File: config.mk
export PLATFORM = sky130hd
export DESIGN_NAME = ptf_time_source_flat
export DESIGN_NICKNAME = d
export VERILOG_FILES = /design/src/logic/ptf_pkg.sv /design/src/logic/ptf_time_if.sv /design/src/logic/ptf_time_counter.sv /design/src/logic/ptf_time_source.sv /design/src/flat_wrapper.sv
export VERILOG_INCLUDE_DIRS = /design/src /design/src/logic
export SDC_FILE = /design/constraint.sdc
export NUM_CORES = 2
export LEC_CHECK = 0
export BUFFER_PORTS_ARGS = -buffer_cell sky130_fd_sc_hd__buf_2
export CAP_MARGIN = 30
export CORE_MARGIN = 2
export CORE_UTILIZATION = 30
export DETAILED_ROUTE_END_ITERATION = 8
export PLACE_DENSITY_LB_ADDON = 0.3
export SETUP_SLACK_MARGIN = 0.5
export SLEW_MARGIN = 30
export SYNTH_ARGS = -nofsm -noshare
export SYNTH_HDL_FRONTEND = slang
export SYNTH_SLANG_ARGS = --single-unit
File: constraint.sdc
create_clock -name sys_clk -period 7.05 [get_ports sys_clk]
set_input_delay 0 -clock sys_clk [delete_from_list [all_inputs] [get_ports sys_clk]]
set_output_delay 0 -clock sys_clk [all_outputs]
set_load 0.01 [all_outputs]
File: src/logic/ptf_regs.svh
`ifndef PTF_REGS_SVH
`define PTF_REGS_SVH
// system clock period, ns
`define PTF_CLK_PERIOD_NS 10
// mac clock periods, ns; each mac rate is a tick every (period / clock period) cycles
`define PTF_TX_MAC_PERIOD_NS 40
`define PTF_RX_MAC_PERIOD_NS 40
// time field layout: wide = seconds | ns | fraction, narrow = ns | fraction
`define PTF_FRAC_W 16
`define PTF_WIDE_SEC_LSB 48
`define PTF_NS_PER_SEC 32'h3b9aca00
// reset values of the time counters
`define PTF_WIDE_RESET 96'h0
`define PTF_NARROW_RESET 64'h0
// period trim applied by a steering synchronizer, ns scaled by 2^16
`define PTF_TRIM_STEP_FX 32'h00000100
// error beyond which a slave is reloaded instead of steered, ns
`define PTF_LOCK_LIMIT_NS 48'h000000000064
`endif

File: src/logic/ptf_pkg.sv
package ptf_pkg;
   typedef logic [95:0] ptf_wide_t;
   typedef logic [63:0] ptf_narrow_t;
   typedef enum {ptf_fmt_wide, ptf_fmt_narrow, ptf_fmt_both} ptf_format_t;
   typedef enum {ptf_topo_tx_master, ptf_topo_shared_master} ptf_topo_t;
   typedef enum {ptf_st_hunt, ptf_st_track} ptf_sync_state_t;
endpackage

File: src/logic/ptf_time_if.sv
`timescale 1ns/1ps
interface ptf_time_if;
   // mac period enables and resets from the core
   logic tx_mac_tick;
   logic rx_mac_tick;
   logic csr_rst_n;
   logic tx_rst_n;
   logic rx_rst_n;
   // current time into the core
   ptf_pkg::ptf_wide_t core_tx_time_wide_in;
   ptf_pkg::ptf_narrow_t core_tx_time_narrow_in;
   ptf_pkg::ptf_wide_t core_rx_time_wide_in;
   ptf_pkg::ptf_narrow_t core_rx_time_narrow_in;

   modport core_end (
      output tx_mac_tick, rx_mac_tick, csr_rst_n, tx_rst_n, rx_rst_n,
      input core_tx_time_wide_in, core_tx_time_narrow_in,
      input core_rx_time_wide_in, core_rx_time_narrow_in
   );
   modport time_end (
      input tx_mac_tick, rx_mac_tick, csr_rst_n, tx_rst_n, rx_rst_n,
      output core_tx_time_wide_in, core_tx_time_narrow_in,
      output core_rx_time_wide_in, core_rx_time_narrow_in
   );
endinterface // ptf_time_if

File: src/logic/ptf_time_counter.sv
`timescale 1ns/1ps
`include "ptf_regs.svh"
module ptf_time_counter #(
   parameter logic [31:0] PERIOD_FX = 32'h00280000
)(
   // clock and resets
   input wire logic sys_clk,
   input wire logic rst_n,
   input wire logic period_rst_n,
   // period enable and steering
   input wire logic tick,
   input wire logic signed [1:0] trim_wide,
   input wire logic signed [1:0] trim_narrow,
   // hard loads, taken on a tick
   input wire logic load_wide,
   input wire ptf_pkg::ptf_wide_t load_wide_val,
   input wire logic load_narrow,
   input wire ptf_pkg::ptf_narrow_t load_narrow_val,
   // current time
   output ptf_pkg::ptf_wide_t counter_time_wide_out,
   output ptf_pkg::ptf_narrow_t counter_time_narrow_out
);
   import ptf_pkg::*;

   logic signed [1:0] trim_w_q;
   logic signed [1:0] trim_n_q;
   ptf_wide_t wide_q;
   ptf_wide_t wide_d;
   ptf_wide_t base_w;
   ptf_narrow_t narrow_q;
   ptf_narrow_t narrow_d;
   ptf_narrow_t base_n;
   logic [48:0] sum_w;

   // nominal period moved one step by the trim sign
   function automatic logic [31:0] trimmed(input logic signed [1:0] t);
      if (t == 2'sh1)
         return PERIOD_FX + `PTF_TRIM_STEP_FX;
      else if (t[1])
         return PERIOD_FX - `PTF_TRIM_STEP_FX;
      else
         return PERIOD_FX;
   endfunction

   // steering trims, back to nominal on the period reset
   always_ff @(posedge sys_clk)
   begin
      if (!period_rst_n)
      begin
         trim_w_q <= 2'sh0;
         trim_n_q <= 2'sh0;
      end
      else if (tick)
      begin
         trim_w_q <= trim_wide;
         trim_n_q <= trim_narrow;
      end
   end

   // next time: ns rolls into seconds at one second in the wide layout
   always_comb
   begin
      base_w = load_wide ? load_wide_val : wide_q;
      sum_w = {1'b0, base_w[47:0]} + {17'h0, trimmed(trim_w_q)};
      wide_d = {base_w[95:`PTF_WIDE_SEC_LSB], sum_w[47:0]};
      if (sum_w[48:`PTF_FRAC_W] >= {1'b0, `PTF_NS_PER_SEC})
      begin
         wide_d[47:`PTF_FRAC_W] = 32'(sum_w[48:`PTF_FRAC_W] - {1'b0, `PTF_NS_PER_SEC});
         wide_d[95:`PTF_WIDE_SEC_LSB] = base_w[95:`PTF_WIDE_SEC_LSB] + 48'h1;
      end
      base_n = load_narrow ? load_narrow_val : narrow_q;
      narrow_d = base_n + {32'h0, trimmed(trim_n_q)};
   end

   // time registers advance on every period tick
   always_ff @(posedge sys_clk)
   begin
      if (!rst_n)
      begin
         wide_q <= `PTF_WIDE_RESET;
         narrow_q <= `PTF_NARROW_RESET;
      end
      else if (tick)
      begin
         wide_q <= wide_d;
         narrow_q <= narrow_d;
      end
   end

   assign counter_time_wide_out = wide_q;
   assign counter_time_narrow_out = narrow_q;
endmodule // ptf_time_counter

File: src/logic/ptf_time_source.sv
`timescale 1ns/1ps
`include "ptf_regs.svh"
module ptf_time_source #(
   parameter ptf_pkg::ptf_format_t FORMAT = ptf_pkg::ptf_fmt_both,
   parameter ptf_pkg::ptf_topo_t TOPOLOGY = ptf_pkg::ptf_topo_tx_master
)(
   // clock and reset
   input wire logic sys_clk,
   input wire logic nrst,
   // link to the core
   ptf_time_if.time_end link,
   // master time set from user logic
   input wire logic set_time,
   input wire ptf_pkg::ptf_wide_t set_wide,
   input wire ptf_pkg::ptf_narrow_t set_narrow,
   // synchronizer status, index slave*2 + format (0 wide, 1 narrow)
   output logic [3:0] sync_locked,
   output logic [3:0] sync_lock_lost,
   // master time
   output ptf_pkg::ptf_wide_t master_time_wide,
   output ptf_pkg::ptf_narrow_t master_time_narrow
);
   import ptf_pkg::*;

   localparam int NCNT = 3;
   localparam logic SHARED = (TOPOLOGY == ptf_topo_shared_master);
   localparam logic HAS_W = (FORMAT != ptf_fmt_narrow);
   localparam logic HAS_N = (FORMAT != ptf_fmt_wide);
   // counter 0 is tx, 1 is rx, 2 the shared master
   localparam int MI = SHARED ? 2 : 0;
   localparam logic [31:0] TX_PER_FX = 32'(`PTF_TX_MAC_PERIOD_NS) << `PTF_FRAC_W;
   localparam logic [31:0] RX_PER_FX = 32'(`PTF_RX_MAC_PERIOD_NS) << `PTF_FRAC_W;

   ptf_wide_t cnt_w [NCNT];
   ptf_narrow_t cnt_n [NCNT];
   logic tick [NCNT];
   logic ld_w [NCNT];
   logic ld_n [NCNT];
   ptf_wide_t ldv_w [NCNT];
   ptf_narrow_t ldv_n [NCNT];
   logic signed [1:0] tr_w [NCNT];
   logic signed [1:0] tr_n [NCNT];
   logic sld_w [2];
   logic sld_n [2];
   logic signed [1:0] str_w [2];
   logic signed [1:0] str_n [2];
   logic set_pend_q;
   ptf_wide_t set_w_q;
   ptf_narrow_t set_n_q;
   logic gen_rst_n;

   // general counter reset tied to the core's csr reset
   assign gen_rst_n = nrst & link.csr_rst_n;

   // master set request held until the master's next tick; a new request wins
   always_ff @(posedge sys_clk)
   begin
      if (!gen_rst_n)
      begin
         set_pend_q <= 1'b0;
         set_w_q <= `PTF_WIDE_RESET;
         set_n_q <= `PTF_NARROW_RESET;
      end
      else if (set_time)
      begin
         set_pend_q <= 1'b1;
         set_w_q <= set_wide;
         set_n_q <= set_narrow;
      end
      else if (tick[MI])
      begin
         set_pend_q <= 1'b0;
      end
   end

   // time counters: tx, rx and, with a shared master, the master itself
   for (genvar c = 0; c < NCNT; c++)
   begin : g_cnt
      localparam logic [31:0] PER = (c == 1) ? RX_PER_FX : TX_PER_FX;
      assign tick[c] = (c == 1) ? link.rx_mac_tick : link.tx_mac_tick;
      if (c == MI)
      begin : g_master
         assign ld_w[c] = set_pend_q;
         assign ld_n[c] = set_pend_q;
         assign ldv_w[c] = set_w_q;
         assign ldv_n[c] = set_n_q;
         assign tr_w[c] = 2'sh0;
         assign tr_n[c] = 2'sh0;
      end
      else if (c < 2)
      begin : g_slave
         assign ld_w[c] = sld_w[c];
         assign ld_n[c] = sld_n[c];
         assign ldv_w[c] = cnt_w[MI];
         assign ldv_n[c] = cnt_n[MI];
         assign tr_w[c] = str_w[c];
         assign tr_n[c] = str_n[c];
      end
      else
      begin : g_unused
         assign ld_w[c] = 1'b0;
         assign ld_n[c] = 1'b0;
         assign ldv_w[c] = `PTF_WIDE_RESET;
         assign ldv_n[c] = `PTF_NARROW_RESET;
         assign tr_w[c] = 2'sh0;
         assign tr_n[c] = 2'sh0;
      end
      if (c < 2 || SHARED)
      begin : g_inst
         ptf_time_counter #(
            .PERIOD_FX(PER)
         ) u_cnt (
            .sys_clk(sys_clk),
            .rst_n(gen_rst_n),
            .period_rst_n((c == 1) ? link.rx_rst_n : link.tx_rst_n),
            .tick(tick[c]),
            .trim_wide(tr_w[c]),
            .trim_narrow(tr_n[c]),
            .load_wide(ld_w[c]),
            .load_wide_val(ldv_w[c]),
            .load_narrow(ld_n[c]),
            .load_narrow_val(ldv_n[c]),
            .counter_time_wide_out(cnt_w[c]),
            .counter_time_narrow_out(cnt_n[c])
         );
      end
      else
      begin : g_none
         assign cnt_w[c] = `PTF_WIDE_RESET;
         assign cnt_n[c] = `PTF_NARROW_RESET;
      end
   end

   // synchronizers: one per slave counter and per format in use
   for (genvar c = 0; c < 2; c++)
   begin : g_slv
      for (genvar k = 0; k < 2; k++)
      begin : g_fmt
         // rx slaves the tx counter alone, or both slave a shared master
         localparam logic ACTIVE = (SHARED || c == 1) && ((k == 0) ? HAS_W : HAS_N);
         ptf_sync_state_t st_q;
         logic [48:0] diff;
         logic [48:0] mag;
         logic far;
         logic lost_q;
         logic srst_n;
         logic ld;
         logic signed [1:0] tr;

         // master side on tx reset, slave side on its own path reset
         assign srst_n = nrst & link.tx_rst_n & ((c == 1) ? link.rx_rst_n : 1'b1);

         // master minus slave, in whole ns of this synchronizer's format only
         always_comb
         begin
            if (k == 0)
            begin
               diff = {17'h0, cnt_w[MI][47:16]} - {17'h0, cnt_w[c][47:16]};
               far = (cnt_w[MI][95:48] != cnt_w[c][95:48]);
            end
            else
            begin
               diff = {1'b0, cnt_n[MI][63:16]} - {1'b0, cnt_n[c][63:16]};
               far = 1'b0;
            end
            mag = diff[48] ? 49'(-diff) : diff;
            far = far | (mag > {1'b0, `PTF_LOCK_LIMIT_NS});
         end

         // hunt loads the master's time, track steers the slave period
         always_ff @(posedge sys_clk)
         begin
            if (!srst_n)
            begin
               st_q <= ptf_st_hunt;
               lost_q <= 1'b0;
            end
            else
            begin
               lost_q <= ACTIVE && tick[c] && st_q == ptf_st_track && far;
               if (ACTIVE && tick[c])
               begin
                  case (st_q)
                     ptf_st_hunt: st_q <= ptf_st_track;
                     ptf_st_track: st_q <= far ? ptf_st_hunt : ptf_st_track;
                     default: st_q <= ptf_st_hunt;
                  endcase
               end
            end
         end

         // load in hunt, otherwise one trim step toward the master
         assign ld = ACTIVE && tick[c] && st_q == ptf_st_hunt;
         assign tr = (!ACTIVE || st_q != ptf_st_track || diff == 49'h0) ? 2'sh0 :
            (diff[48] ? 2'sh3 : 2'sh1);
         if (k == 0)
         begin : g_w
            assign sld_w[c] = ld;
            assign str_w[c] = tr;
         end
         else
         begin : g_n
            assign sld_n[c] = ld;
            assign str_n[c] = tr;
         end
         assign sync_locked[c * 2 + k] = (st_q == ptf_st_track);
         assign sync_lock_lost[c * 2 + k] = lost_q;
      end
   end

   // core time inputs, only the configured layouts carry time
   assign link.core_tx_time_wide_in = HAS_W ? cnt_w[0] : `PTF_WIDE_RESET;
   assign link.core_tx_time_narrow_in = HAS_N ? cnt_n[0] : `PTF_NARROW_RESET;
   assign link.core_rx_time_wide_in = HAS_W ? cnt_w[1] : `PTF_WIDE_RESET;
   assign link.core_rx_time_narrow_in = HAS_N ? cnt_n[1] : `PTF_NARROW_RESET;
   assign master_time_wide = cnt_w[MI];
   assign master_time_narrow = cnt_n[MI];
endmodule // ptf_time_source

File: src/flat_wrapper.sv
// flat-port wrapper written by rule: the top's interface ports become plain ports
module ptf_time_source_flat import ptf_pkg::*;
#(
   parameter ptf_pkg::ptf_format_t FORMAT = ptf_pkg::ptf_fmt_both,
   parameter ptf_pkg::ptf_topo_t TOPOLOGY = ptf_pkg::ptf_topo_tx_master
)
  (sys_clk, nrst, set_time, set_wide, set_narrow, sync_locked, sync_lock_lost, master_time_wide, master_time_narrow, link_tx_mac_tick, link_rx_mac_tick, link_csr_rst_n, link_tx_rst_n, link_rx_rst_n, link_core_tx_time_wide_in, link_core_tx_time_narrow_in, link_core_rx_time_wide_in, link_core_rx_time_narrow_in);
  ptf_time_if link_i ();
  input wire logic sys_clk;
  input wire logic nrst;
  input wire logic set_time;
  input wire ptf_pkg::ptf_wide_t set_wide;
  input wire ptf_pkg::ptf_narrow_t set_narrow;
  output logic [3:0] sync_locked;
  output logic [3:0] sync_lock_lost;
  output ptf_pkg::ptf_wide_t master_time_wide;
  output ptf_pkg::ptf_narrow_t master_time_narrow;
  input wire logic [$bits(link_i.tx_mac_tick)-1:0] link_tx_mac_tick;
  input wire logic [$bits(link_i.rx_mac_tick)-1:0] link_rx_mac_tick;
  input wire logic [$bits(link_i.csr_rst_n)-1:0] link_csr_rst_n;
  input wire logic [$bits(link_i.tx_rst_n)-1:0] link_tx_rst_n;
  input wire logic [$bits(link_i.rx_rst_n)-1:0] link_rx_rst_n;
  output wire logic [$bits(link_i.core_tx_time_wide_in)-1:0] link_core_tx_time_wide_in;
  output wire logic [$bits(link_i.core_tx_time_narrow_in)-1:0] link_core_tx_time_narrow_in;
  output wire logic [$bits(link_i.core_rx_time_wide_in)-1:0] link_core_rx_time_wide_in;
  output wire logic [$bits(link_i.core_rx_time_narrow_in)-1:0] link_core_rx_time_narrow_in;
  assign link_i.tx_mac_tick = link_tx_mac_tick;
  assign link_i.rx_mac_tick = link_rx_mac_tick;
  assign link_i.csr_rst_n = link_csr_rst_n;
  assign link_i.tx_rst_n = link_tx_rst_n;
  assign link_i.rx_rst_n = link_rx_rst_n;
  assign link_core_tx_time_wide_in = link_i.core_tx_time_wide_in;
  assign link_core_tx_time_narrow_in = link_i.core_tx_time_narrow_in;
  assign link_core_rx_time_wide_in = link_i.core_rx_time_wide_in;
  assign link_core_rx_time_narrow_in = link_i.core_rx_time_narrow_in;
  ptf_time_source #(.FORMAT(FORMAT), .TOPOLOGY(TOPOLOGY)) u_core (.sys_clk(sys_clk), .nrst(nrst), .link(link_i), .set_time(set_time), .set_wide(set_wide), .set_narrow(set_narrow), .sync_locked(sync_locked), .sync_lock_lost(sync_lock_lost), .master_time_wide(master_time_wide), .master_time_narrow(master_time_narrow));
endmodule
==> reports/qor.yml <==
clock_network:
  clk_path_buf_depth: 3
  clock-sinks: 489
  cts_setup_buffers: 0
  cts-htree-levels: 3
  ctsResizeCount: 0
  clkTransAtPathRegs_ns: 0.06
  clock_latency_ns: 0.68
  cts_buffers: 67
  cts_root_buf: "clkbuf_16"
  cts_tree: "built"
timing:
  worstMarginPinSlew_ns: 0.9420
  min_period_ns: 5.955
  slew_headroom_pct: 35.58
  rsz0062_at_grt: "false"
  finClkSkew_ns: 0.04351
  final.setup.tns_ns: 0
  period_share_pct: 84.47
  slew_violations: 0
  finalHoldViolCount: 0
  setup_violations: 0
  fmax_mhz: 167.9
min_path:
  hp-class: "input port to register"
critical_path:
  critPathLaunchType: "input port"
  r2r_setup_slack_ns: 1.18
  worst-path-stages: 21
  critical_path_class: "input port to register"
  cp-end-kind: "register"
  cp_num_buf_inv: 3
  critPathRequiredTime_ns: 7.65
  critical_path.top_delay_family: "compound AO/OA/AOI/OAI gates"
  path_cells: "dlygate4sd3_1 -> buf_6 -> nor2b_4 -> o21ai_0 -> ha_1 -> inv_1 -> o31ai_1 -> nand3_1 -> o211ai_1 -> o21ai_0 -> xnor2_1 -> ha_1 -> nor3_2 -> o22ai_1 -> a22oi_2 -> o21ai_2 -> a21oi_1 -> nand4b_1 -> xor2_1 -> or3_1 -> a31oi_1"
  crit_fanout: 34
  r2r_start: "u_core.g_slv[1].g_fmt[0].st_q[0]"
  worstRegToRegCells: 19
  slowest_delay_ns: 0.66
  critPathLaunch: "link_rx_mac_tick"
  cp_data_arrival_time_ns: 6.56
  crit_slowest_cell: "nor2b_4"
synthesis:
  syn-cell-area_um2: 40500
  yosys_warnings: 0
  synth_seq_cells: 489
  synth_top_cells_by_area: "dfxtp_1, mux2i_1, nor2_1, nand2_1, a21oi_1"
  synth_cells: 5584
  yosys-top-cells-count: "nor2_1, nand2_1, dfxtp_1, a21oi_1, o21ai_0"
  synth.top_cell.area_share_pct: 24.17
  syn_area_per_cell_um2: 7.253
  synth-edff-count: 0
  ys_types: 112
  yosysMostFrequentCell: "nor2_1"
  yosysSeqAreaShare_pct: 24.17
  yosysTopAreaCell: "dfxtp_1"
  synthFlopType: "dfxtp_1"
  async_flop_share_pct: 0
power:
  clkPwrFrac_pct: 42.6
  p_leak_nw: 20.08
  power_mw: 8.424
  netSwitchingFraction_pct: 32.84
  power_density_nw_per_um2: 172.5
  p_int_mw: 5.658
  seqPwrFrac_pct: 34.5
  switching_power_mw: 2.766
  irDropWorstVdd_uv: 177.0
  comb_power_share_pct: 22.9
die:
  core_area_um2: 133800
  start_util_pct: 30.27
  ios: 656
  die_y_um: 371.4
  die_w_um: 371.4
  num_rows: 134
  die-area_um2: 138000
grt:
  grt_max_degree: 124
  grt_pass1_wl_mm: 273.2
  antenna_found_initial: 18
  grtUsageTotal_pct: 26.17
  grt-ovfl-total: 0
  grt_pass1_vias: 40990
routing:
  post-route-drc-count: 0
  drtIter0Drc: 4370
  wl_mm: 189.0
  dr.pass1.iters: 6
  detail-route-antenna-nets: 0
  vias: 44700
  vias_per_cell: 5.629
  wire_per_inst_um: 23.79
cells_and_area:
  num-fill-cells: 14190
  final_layout_size_suffix_gt1_share_pct: 16.74
  final_nets: 6396
  syn_to_final_growth_pct: 20.56
  multi_input_area_um2: 27610
  stdcell_count: 7941
  final_core_util_pct: 36.49
  regArea_um2: 9794
placement:
  port_buffers: 651
  dpl.hpwl_mm: 142.8
  gp_congestion: 0.9593
  dp.cells: 7594
run_status:
  status: "finished, final reports clean"
flow_run:
  maxCapViolCount: 0
## placed cells by master, fill, tap and decap left out, types with 20 or more instances in the layout
cell type and instances:
o21ai_0 285, inv_1 151, and2_1 35, dfxtp_1 487
a2bb2oi_1 22, buf_2 648, and3_1 39, o31ai_1 44
a22oi_1 36, or3_1 49, a21o_1 76, a221oi_1 43
nor2_1 701, clkbuf_16 70, nand2_1 646, a21oi_1 373
xnor2_1 194, dlygate4sd3_1 217, xor2_1 174, nand2b_1 33
nand3_1 240, nor4_1 54, ha_1 111, nor2b_1 49
buf_4 108, o21bai_1 20, or2_2 26, o22ai_1 35
nor3_1 142, nand4_1 99, mux2i_1 273, mux2_2 47
a211oi_1 73, o211ai_1 27, o21a_1 32, a31oi_1 74
## what timing repair did
| action | CTS | global route |
|---|---|---|
| hold endpoints to repair | 236 | 0 |
| endpoints found under the setup margin | 0 | 0 |
| hold buffers | 217 | 0 |
## worst min-delay path by stage
stage | end | from | cells past startpoint | slack (ns)
after floorplan | u_core.g_cnt[1].g_inst.u_cnt.trim_n_q[1] | link_rx_rst_n | 1 | 0.12
after global placement | u_core.set_w_q[66] | set_wide[66] | 3 | 0.23
after detailed placement | u_core.set_n_q[28] | set_narrow[28] | 3 | 0.24
after CTS | u_core.set_w_q[48] | set_wide[48] | 4 | 0.04
after global routing | u_core.set_n_q[16] | set_narrow[16] | 4 | 0.09
final | u_core.set_w_q[57] | set_wide[57] | 4 | 0.10
## metrics by stage
| stage | area (um2) | hold slack (ns) | worst slack (ns) |
|---|---|---|---|
| floorplan | 40600 | 0.1217 | 0.4943 |
| global placement | 44310 | 0.2338 | 1.261 |
| detailed placement | 44330 | 0.2404 | 1.130 |
| CTS | 48790 | 0.04448 | 1.240 |
| global route | 48810 | 0.08839 | 0.6522 |
| finish | 48830 | 0.1031 | 1.095 |
## cell type report
cell class | count | area share (%)
Tap cell | 1768 | 4.531
Clock inverter | 24 | 0.5740
Sequential cell | 489 | 20.06
Multi-Input combinational cell | 4422 | 56.55
Timing Repair Buffer | 979 | 12.95
Inverter | 154 | 1.194
Antenna cell | 8 | 0.04100
Clock buffer | 97 | 4.103
## registers in the layout, indices dropped and copies added, names as in the netlist
register,count
u_core.g_cnt.g_inst.u_cnt.trim_w_q,2
u_core.g_cnt.g_inst.u_cnt.trim_n_q,2
u_core.set_n_q,64
u_core.g_slv.g_fmt.lost_q,2
u_core.set_pend_q,1
u_core.g_cnt.g_inst.u_cnt.counter_time_wide_out,192
u_core.set_w_q,96
u_core.g_cnt.g_inst.u_cnt.counter_time_narrow_out,128
u_core.g_slv.g_fmt.st_q,2
## metal layers
metal | vias up | global-route usage, % | wire length, um
li1 | 20980 | - | -
met1 | 21440 | 34.76 | 81640
met2 | 1888 | 41.21 | 84090
met3 | 383 | 4.686 | 14040
met4 | 8 | 11.66 | 9121
met5 | - | 0 | 59
## power groups by stage
stage          Clock [mW]  Sequential (mW)  Combinational, mW
6_report             3.59             2.91               1.93
5_1_grt              3.77             2.91               2.08
4_1_cts              3.67             2.90               1.89
3_5_place_dp            0             2.96               1.78
3_3_place_gp            0             2.96               1.78
2_1_floorplan           0             2.93               1.25
## worst register-to-register path: cells and delay by family, from the launching register on
family          cells  cell delay [ns]
compound gates      9             2.46
xor+xnor            2             0.46
fa+ha+maj           2             0.71
buf+inv             1             0.09
flops               1             0.35
simple gates        5             1.74
## cell families (layout without fill, tap and decap cells)
family / Yosys count / count (layout) / share of synthesized area (%)
adder cells (fa/ha/maj): 115 / 115 / 3.627
multiplexers: 326 / 326 / 8.255
buffers and inverters: 676 / 1254 / 7.986
other: 1 / 12 / 0.009259
XOR/XNOR: 368 / 368 / 7.958
flip-flops: 489 / 489 / 24.17
AND/OR/NAND/NOR: 2240 / 2240 / 25.79
AO/OA/AOI/OAI: 1369 / 1369 / 22.20
Note: power is estimated with default switching activity, not from simulation.
